`config.mk`:
```
export PLATFORM = sky130hd
export DESIGN_NAME = power_source_arbiter
export DESIGN_NICKNAME = d
export VERILOG_FILES = /design/src/design/power_arbiter_pkg.sv /design/src/design/source_select.sv /design/src/design/power_source_arbiter.sv
export SDC_FILE = /design/constraint.sdc
export NUM_CORES = 1
export LEC_CHECK = 0
export BUFFER_PORTS_ARGS = -buffer_cell sky130_fd_sc_hd__buf_2
export CAP_MARGIN = 20
export CELL_PAD_IN_SITES_DETAIL_PLACEMENT = 1
export CELL_PAD_IN_SITES_GLOBAL_PLACEMENT = 1
export CORE_UTILIZATION = 33
export DETAILED_ROUTE_END_ITERATION = 7
export PLACE_DENSITY_LB_ADDON = 0.1
export SETUP_SLACK_MARGIN = 0.02
export SLEW_MARGIN = 20
export SYNTH_ARGS = -nofsm -noshare
export SYNTH_HDL_FRONTEND = slang
export SYNTH_SLANG_ARGS = --single-unit
```
`constraint.sdc`:
```
create_clock -name hclk -period 1.5 [get_ports hclk]
set_clock_uncertainty 0.1 [all_clocks]
set_input_delay 0.15 -clock hclk [delete_from_list [all_inputs] [get_ports hclk]]
set_output_delay 0.15 -clock hclk [all_outputs]
set_load 0.03 [all_outputs]
```
`src/design/power_arbiter_pkg.sv`:
```
package power_arbiter_pkg;

  // ==========================================================
  // register indices (byte address is four times the index)
  localparam logic [15:0] RESET_CONTROL_IDX = 16'h4006;
  localparam logic [15:0] SYSTEM_STATUS_IDX = 16'h400D;
  localparam logic [15:0] INT_STATUS1_IDX   = 16'h4011;
  localparam logic [15:0] INT_MASK1_IDX     = 16'h4019;

  // ==========================================================
  // field positions
  localparam int BATT_SW_EN_BIT     = 12;
  localparam int WALL_STRONG_BIT    = 13;
  localparam int BATT_SRC_BIT       = 10;
  localparam int WALL_PRES_BIT      = 9;
  localparam int USB_PRES_BIT       = 8;
  localparam int SRC_CHG_FLAG_BIT   = 14;
  localparam int SRC_CHG_MASK_BIT   = 14;

  // ==========================================================
  // reset values
  localparam logic BATT_SW_EN_RST   = 1'h0;
  localparam logic WALL_STRONG_RST  = 1'h0;
  localparam logic STATUS_BIT_RST   = 1'h0;
  localparam logic SRC_CHG_FLAG_RST = 1'h0;
  localparam logic SRC_CHG_MASK_RST = 1'h1;

  // ==========================================================
  // bus constants
  localparam logic [1:0] HTRANS_IDLE   = 2'h0;
  localparam logic [1:0] HTRANS_NONSEQ = 2'h2;
  localparam logic [2:0] HSIZE_WORD    = 3'h2;
  localparam logic       HRESP_OKAY    = 1'h0;

  // ==========================================================
  // types
  typedef enum logic [2:0] {
    SRC_BATT = 3'b001,
    SRC_USB  = 3'b010,
    SRC_WALL = 3'b100
  } source_t;

  typedef enum logic [3:0] {
    PS_OFF   = 4'b0001,
    PS_ON    = 4'b0010,
    PS_SLEEP = 4'b0100,
    PS_OTHER = 4'b1000
  } power_state_t;

  // comparator results and battery sense, straight from the pins
  typedef struct packed {
    logic wall_above_5v5;
    logic wall_above_4v3;
    logic wall_above_3v4;
    logic wall_above_batt;
    logic usb_above_5v5;
    logic usb_above_4v3;
    logic usb_above_batt;
    logic usb_above_wall;
    logic battery_connected;
    logic load_exceeds_source;
  } comparator_t;

  typedef struct packed {
    logic    wall_present;
    logic    usb_present;
    source_t source;
  } selection_t;

  typedef struct packed {
    logic battery_switch_gate_n;
    logic battery_switch_gate_oe_n;
    logic wall_switch_gate_n;
    logic wall_gate_strong_drive;
  } gate_drive_t;

endpackage

```
`src/design/source_select.sv`:
```
`timescale 1ns/10ps

module source_select
  import power_arbiter_pkg::*;
(
  input  power_arbiter_pkg::comparator_t cmp,
  output power_arbiter_pkg::selection_t  sel
);
  import power_arbiter_pkg::*;

  logic wall_normal;
  logic wall_low_ok;
  logic usb_highest;
  logic usb_normal;
  logic usb_low_ok;

  // wall inside its 4.3 V to 5.5 V window and above the battery
  assign wall_normal = cmp.wall_above_4v3 & ~cmp.wall_above_5v5
                       & cmp.wall_above_batt;
  // wall below 4.3 V still usable when usb is below 4.3 V too
  assign wall_low_ok = ~cmp.wall_above_4v3 & ~cmp.usb_above_4v3
                       & cmp.wall_above_batt;
  assign usb_highest = cmp.usb_above_batt & cmp.usb_above_wall;
  assign usb_normal  = cmp.usb_above_4v3 & ~cmp.usb_above_5v5
                       & ~cmp.wall_above_4v3 & usb_highest;
  assign usb_low_ok  = ~cmp.usb_above_4v3 & ~cmp.wall_above_3v4
                       & usb_highest;

  always_comb begin
    sel.wall_present = wall_normal | wall_low_ok;
    sel.usb_present  = usb_normal | usb_low_ok;
    // fixed preference: wall, then usb, then battery
    if (sel.wall_present) begin
      sel.source = SRC_WALL;
    end else if (sel.usb_present) begin
      sel.source = SRC_USB;
    end else begin
      sel.source = SRC_BATT;
    end
  end

endmodule

```
`src/design/power_source_arbiter.sv`:
```
`timescale 1ns/10ps

// How it works
// - preference order is wall, then usb, then battery
// - wall chosen inside 4.3-5.5 V window when above battery
// - wall chosen below 4.3 V if usb below 4.3 V, wall above battery
// - usb never chosen while wall is inside its normal window
// - battery chosen when it is above both wall and usb
// - new wall or usb reselects on the fly, no stop
// - battery may supplement wall or usb when load demands
// - status bits 9 wall and 8 usb presence, reset 0
// - status bit 10 set whenever battery delivers current, reset 0
// - wall or usb status change raises change flag, battery not
// - enable bit 12 gates active-low battery switch gate output
// - enable bit 12 cleared at reset and on entering OFF
// - battery switch held open throughout charging
// - bit 13 picks weak (0, reset) or strong wall gate drive
// - charging from wall or usb only in ON or SLEEP
// - usb selection window below 4.3 V wall, low-voltage fallback below 3.4 V wall
// - change flag bit 14 at 0x4011, rising edge set, write 1 clears
// - mask bit 14 at 0x4019 resets to 1, 0 unmasks
module power_source_arbiter
  import power_arbiter_pkg::*;
(
  input  wire logic                           hclk,
  input  wire logic                           hresetn,
  input  wire logic                           clk_en,
  // ahb-lite slave
  input  wire logic                           hsel,
  input  wire logic [31:0]                    haddr,
  input  wire logic [1:0]                     htrans,
  input  wire logic                           hwrite,
  input  wire logic [2:0]                     hsize,
  input  wire logic [31:0]                    hwdata,
  input  wire logic                           hready,
  output logic      [31:0]                    hrdata,
  output logic                                hreadyout,
  output logic                                hresp,
  // comparators and battery sense pins
  input  wire power_arbiter_pkg::comparator_t cmp_pins,
  // same-clock system inputs
  input  wire power_arbiter_pkg::power_state_t power_state,
  input  wire logic                           charger_active,
  // outputs to the power path
  output power_arbiter_pkg::gate_drive_t      gate_drive,
  output power_arbiter_pkg::source_t          selected_source,
  output logic                                charge_permit,
  output logic                                source_change_irq
);
  import power_arbiter_pkg::*;

  // ==========================================================
  // helpers
  function automatic logic access_ok(input logic [31:0] a,
                                     input logic [2:0]  s);
    access_ok = (s == HSIZE_WORD) && (a[1:0] == 2'h0)
                && (a[31:18] == 14'h0);
  endfunction

  function automatic logic [15:0] word_index(input logic [31:0] a);
    word_index = a[17:2];
  endfunction

  // ==========================================================
  // comparator synchroniser
  comparator_t cmp_meta_q;
  comparator_t cmp_sync_q;

  always_ff @(posedge hclk or negedge hresetn) begin
    if (!hresetn) begin
      cmp_meta_q <= '0;
      cmp_sync_q <= '0;
    end else if (clk_en) begin
      cmp_meta_q <= cmp_pins;
      cmp_sync_q <= cmp_meta_q;
    end
  end

  // ==========================================================
  // source selection
  selection_t sel_d;

  source_select u_select (
    .cmp (cmp_sync_q),
    .sel (sel_d)
  );

  logic        batt_sourcing_d;
  logic        wall_present_q;
  logic        usb_present_q;
  logic        batt_sourcing_q;
  source_t     source_q;
  logic        supplement_d;

  // battery tops up the selected external source under heavy load
  assign supplement_d = (sel_d.source != SRC_BATT)
                        & cmp_sync_q.battery_connected
                        & cmp_sync_q.load_exceeds_source;
  assign batt_sourcing_d = ((sel_d.source == SRC_BATT)
                            & cmp_sync_q.battery_connected)
                           | supplement_d;

  // every result registered on the same edge
  always_ff @(posedge hclk or negedge hresetn) begin
    if (!hresetn) begin
      source_q        <= SRC_BATT;
      wall_present_q  <= STATUS_BIT_RST;
      usb_present_q   <= STATUS_BIT_RST;
      batt_sourcing_q <= STATUS_BIT_RST;
    end else if (clk_en) begin
      source_q        <= sel_d.source;
      wall_present_q  <= sel_d.wall_present;
      usb_present_q   <= sel_d.usb_present;
      batt_sourcing_q <= batt_sourcing_d;
    end
  end

  assign selected_source = source_q;

  // ==========================================================
  // ahb-lite slave: one wait state per transfer
  logic        dphase_q;
  logic        waited_q;
  logic        wr_q;
  logic        ok_q;
  logic [15:0] idx_q;
  logic [31:0] rdata_q;
  logic        accept;
  logic        wr_now;

  assign accept    = clk_en & hready & hsel & htrans[1];
  assign hreadyout = clk_en & ~(dphase_q & ~waited_q);
  assign hresp     = HRESP_OKAY;
  assign hrdata    = rdata_q;
  // write lands in the waited cycle, hwdata is stable then
  assign wr_now    = clk_en & dphase_q & ~waited_q & wr_q & ok_q;

  always_ff @(posedge hclk or negedge hresetn) begin
    if (!hresetn) begin
      dphase_q <= 1'h0;
      waited_q <= 1'h0;
      wr_q     <= 1'h0;
      ok_q     <= 1'h0;
      idx_q    <= 16'h0;
    end else if (clk_en) begin
      if (accept) begin
        dphase_q <= 1'h1;
        waited_q <= 1'h0;
        wr_q     <= hwrite;
        ok_q     <= access_ok(haddr, hsize);
        idx_q    <= word_index(haddr);
      end else if (dphase_q && !waited_q) begin
        waited_q <= 1'h1;
      end else if (hready) begin
        dphase_q <= 1'h0;
        waited_q <= 1'h0;
      end
    end
  end

  // ==========================================================
  // control register
  logic         batt_sw_en_q;
  logic         wall_strong_q;
  power_state_t prev_state_q;
  logic         off_entry;

  assign off_entry = (power_state == PS_OFF) && (prev_state_q != PS_OFF);

  always_ff @(posedge hclk or negedge hresetn) begin
    if (!hresetn) begin
      prev_state_q <= PS_OFF;
    end else if (clk_en) begin
      prev_state_q <= power_state;
    end
  end

  always_ff @(posedge hclk or negedge hresetn) begin
    if (!hresetn) begin
      batt_sw_en_q  <= BATT_SW_EN_RST;
      wall_strong_q <= WALL_STRONG_RST;
    end else if (clk_en) begin
      if (wr_now && idx_q == RESET_CONTROL_IDX) begin
        batt_sw_en_q  <= hwdata[BATT_SW_EN_BIT];
        wall_strong_q <= hwdata[WALL_STRONG_BIT];
      end
      // entering OFF overrides a same-cycle write
      if (off_entry) begin
        batt_sw_en_q <= 1'h0;
      end
    end
  end

  // ==========================================================
  // source change flag and mask
  logic change_cond;
  logic change_prev_q;
  logic flag_q;
  logic mask_q;

  // battery availability is left out of the change condition
  assign change_cond = (sel_d.wall_present != wall_present_q)
                       | (sel_d.usb_present != usb_present_q);

  always_ff @(posedge hclk or negedge hresetn) begin
    if (!hresetn) begin
      change_prev_q <= 1'h0;
    end else if (clk_en) begin
      change_prev_q <= change_cond;
    end
  end

  always_ff @(posedge hclk or negedge hresetn) begin
    if (!hresetn) begin
      flag_q <= SRC_CHG_FLAG_RST;
    end else if (clk_en) begin
      // set after clear so a same-cycle event wins
      if (wr_now && idx_q == INT_STATUS1_IDX
          && hwdata[SRC_CHG_FLAG_BIT]) begin
        flag_q <= 1'h0;
      end
      if (change_cond && !change_prev_q) begin
        flag_q <= 1'h1;
      end
    end
  end

  always_ff @(posedge hclk or negedge hresetn) begin
    if (!hresetn) begin
      mask_q <= SRC_CHG_MASK_RST;
    end else if (clk_en && wr_now && idx_q == INT_MASK1_IDX) begin
      mask_q <= hwdata[SRC_CHG_MASK_BIT];
    end
  end

  assign source_change_irq = flag_q & ~mask_q;

  // ==========================================================
  // read data, loaded in the waited cycle
  logic [15:0] rd_word;

  always_comb begin
    rd_word = 16'h0;
    case (idx_q)
      RESET_CONTROL_IDX: begin
        rd_word[BATT_SW_EN_BIT]  = batt_sw_en_q;
        rd_word[WALL_STRONG_BIT] = wall_strong_q;
      end
      SYSTEM_STATUS_IDX: begin
        rd_word[BATT_SRC_BIT]  = batt_sourcing_q;
        rd_word[WALL_PRES_BIT] = wall_present_q;
        rd_word[USB_PRES_BIT]  = usb_present_q;
      end
      INT_STATUS1_IDX: begin
        rd_word[SRC_CHG_FLAG_BIT] = flag_q;
      end
      INT_MASK1_IDX: begin
        rd_word[SRC_CHG_MASK_BIT] = mask_q;
      end
      default: begin
        rd_word = 16'h0;
      end
    endcase
    if (!ok_q) begin
      rd_word = 16'h0;
    end
  end

  // status register has no write path at all
  always_ff @(posedge hclk or negedge hresetn) begin
    if (!hresetn) begin
      rdata_q <= 32'h0;
    end else if (clk_en && dphase_q && !waited_q) begin
      rdata_q <= wr_q ? 32'h0 : {16'h0, rd_word};
    end
  end

  // ==========================================================
  // switch gates and charge permission
  logic        charge_ok_d;
  gate_drive_t gate_d;
  gate_drive_t gate_q;
  logic        charge_permit_q;

  assign charge_ok_d = (sel_d.source != SRC_BATT)
                       & cmp_sync_q.battery_connected
                       & ((power_state == PS_ON)
                          | (power_state == PS_SLEEP));

  always_comb begin
    gate_d = '0;
    gate_d.wall_switch_gate_n     = (sel_d.source != SRC_WALL);
    gate_d.wall_gate_strong_drive = wall_strong_q;
    // released pin while the function is disabled
    gate_d.battery_switch_gate_oe_n = ~batt_sw_en_q;
    gate_d.battery_switch_gate_n    = ~(batt_sw_en_q & batt_sourcing_d
                                        & ~charger_active);
  end

  always_ff @(posedge hclk or negedge hresetn) begin
    if (!hresetn) begin
      gate_q          <= '{battery_switch_gate_n:    1'h1,
                           battery_switch_gate_oe_n: 1'h1,
                           wall_switch_gate_n:       1'h1,
                           wall_gate_strong_drive:   1'h0};
      charge_permit_q <= 1'h0;
    end else if (clk_en) begin
      gate_q          <= gate_d;
      charge_permit_q <= charge_ok_d;
    end
  end

  assign gate_drive    = gate_q;
  assign charge_permit = charge_permit_q;

endmodule

```
==> flow_summary.json <==
{
  "cts_sinks": 65,
  "synth_warnings": 0,
  "ant_nets": 0,
  "rsz0062_at_grt": "true",
  "fin_util": 0.496,
  "port_buffers": 75,
  "path_max_fanout": 3,
  "drive_gt1_frac": 0.505,
  "drt_iter0_drc": 73,
  "required_ps": 1610,
  "via_count": 2349,
  "wl_per_cell_um": 14.6,
  "dieArea_um2": 9590,
  "cp_slowest_cell": "dfrtp_1",
  "fin_tns_setup_ps": -1340,
  "hold_viol_final": 0,
  "die_h_um": 97.9,
  "cap_violations": 0,
  "grt_pass1_vias": 2468,
  "fin_crit_sh": 1.13,
  "async_flop_share": 1.00,
  "synth.top_cell.area_share": 0.486,
  "placed_cells": 438,
  "grt_pass1_wl_mm": 12.3,
  "clkLatencyLatePin_ps": 330,
  "status": "finished with violations",
  "grt_max_degree": 66,
  "drc_errors": 6,
  "n_fill_cell": 959,
  "leakage_uw": 0.00203,
  "clockRootBuffer": "clkbuf_8",
  "fmax_mhz": 592,
  "yosysUniqueCellTypes": 49,
  "setup_slack_ps": -190,
  "drv_slew": 0,
  "grt-ovfl-total": 0,
  "hold_class": "in2reg",
  "coreArea_um2": 8810,
  "finalSetupViolCount": 12,
  "dr.pass1.iters": 6,
  "max_stage_delay_ps": 370,
  "clk_pin_slew_ps": 70,
  "io_pins": 133,
  "worstPathArrival_ps": 1800,
  "routabilityCongestion": 0.743,
  "area_delta_synth_final_pct": 43.8,
  "path_cells": "and4b_4 -> nand4_4 -> nor4_4 -> mux2_1",
  "antenna_found_initial": 0,
  "cts_made_buffers": 9,
  "synthTopCellsByArea": "dfrtp_1, mux2_2, buf_4",
  "syn_area_per_cell_um2": 12.7,
  "ir_drop_v": 0.000552,
  "cts_tree": "done",
  "synth_edf_count": 0,
  "die_w_um": 97.9,
  "final_nets": 473,
  "rrSetupSlack_ps": -190,
  "cts.path.max_buffers": 2,
  "synth_cells": 239,
  "netlist_area_um2": 3040,
  "rows": 34,
  "critical_path_class": "reg2reg",
  "cp-start-kind": "flop",
  "failed_checks": "DRC, setup timing",
  "synth_ff_type": "dfrtp_1",
  "ys_seq_area_frac": 0.538,
  "fin_crit_ps": 1690,
  "fin_hold_ws_ps": 14.2,
  "antennaDiodeCount": 0,
  "postRouteWirelength_mm": 7.22,
  "start_util": 0.345,
  "finalNonFillerCells": 496,
  "htreeDepth": 3,
  "cp-end-kind": "flop",
  "vias_per_cell": 4.74,
  "synth-seq-cells": 65,
  "synth_top_area_cell": "dfrtp_1",
  "power_density_nw_per_um2": 1130,
  "hpwl_mm": 4.94,
  "grt_use_total": 0.164
}
## through the flow
step                power, uW  instance area (um2)  worst slack, ps
floorplan                2850                 3150             -157
global placement         3200                 3630             -171
detailed placement       3240                 3630             -215
CTS                      4940                 4310             -215
global route             5190                 4370             -297
finish                   4920                 4370             -190
## critical path: cells and delay by family (launching register included)
kind / cells / cell delay, ps
and+or+nand+nor: 3 / 750
DFF: 1 / 370
muxes: 1 / 340
## state kept, by name (all words and copies together) (netlist names), 2 cells and up
name             flops
hrdata               6
idx_q               16
prev_state_q         4
cmp_meta_q          10
selected_source      2
cmp_sync_q          10
gate_drive           4
## repair_timing
item                                    CTS  global route
setup buffers                             5             0
endpoints found under the hold margin    93             0
pin swaps                                 7            13
gates resized for setup                  16            10
hold buffers                             37             0
endpoints found under the setup margin   16            17
## final cells by class
class,count,area (um2),share of cell area
timing repair buffer,142,1010,0.230
clock buffer,11,151,0.0347
sequential,65,1630,0.374
multi-input combinational,159,1370,0.313
inverter,6,22.5,0.00515
tap,108,135,0.0309
clock inverter,5,53.8,0.0123
## power by group
| group | switching (uW) | internal, uW | total [uW] |
|---|---|---|---|
| clock | 661 | 852 | 1510 |
| sequential | 182 | 2010 | 2190 |
| combinational | 591 | 625 | 1220 |
## per-layer routing
metal,global-route usage,routed length (um),up-vias
met3,0.0444,409,10
met1,0.198,3050,1152
met5,0,0,-
met2,0.283,3670,83
met4,0.0571,98,0
li1,-,-,1104
## cell usage in the layout (no fill, tap or decap), drive strengths merged, types with 2 or more instances in the layout
cell type,instances
nor2b,3
a22o,6
clkinv,4
dlygate4sd3,37
clkbuf,11
nand4,7
nand2,10
dfstp,6
o31ai,3
nor4,7
conb,27
buf,105
a31oi,2
nand3,4
dfrtp,59
inv,6
o21ai,4
nor2,6
nand2b,3
mux2,46
a21oi,4
nor4b,5
o22ai,2
## final timing paths
kind,start,to,depth (start not counted)
worst max-delay path,waited_q$_DFFE_PN0P_,wall_strong_q$_DFFE_PN0P_,4
min in group asynchronous,hresetn,idx_q[13]$_DFFE_PN0P_,3
worst min register to register,change_prev_q$_DFFE_PN0P_,flag_q$_DFFE_PN0P_,1
worst min-delay path,power_state[0],charge_permit$_DFFE_PN0P_,4
max in group asynchronous,hresetn,mask_q$_DFFE_PN1P_,3
worst max register to register,waited_q$_DFFE_PN0P_,wall_strong_q$_DFFE_PN0P_,4
## cells in the mapped netlist (all sizes together), types with 2 or more instances
master,instances
mux2,46
clkbuf,3
nor4b,5
nor4,7
inv,6
a22o,6
nor2,6
a21oi,4
dfstp,6
nand3,4
nand2,10
nand2b,3
a31oi,2
nor2b,3
o21ai,4
o31ai,3
buf,32
dfrtp,59
nand4,7
o22ai,2
## cell families after synthesis
family | Yosys count | share of synthesized area
AND/OR/NAND/NOR | 55 | 0.128
other | 1 | 0.00123
multiplexers | 47 | 0.174
flip-flops | 65 | 0.538
buffers and inverters | 41 | 0.0873
XOR/XNOR | 1 | 0.00288
AO/OA/AOI/OAI | 29 | 0.0692
No activity file was read; power rests on OpenSTA's default activity.
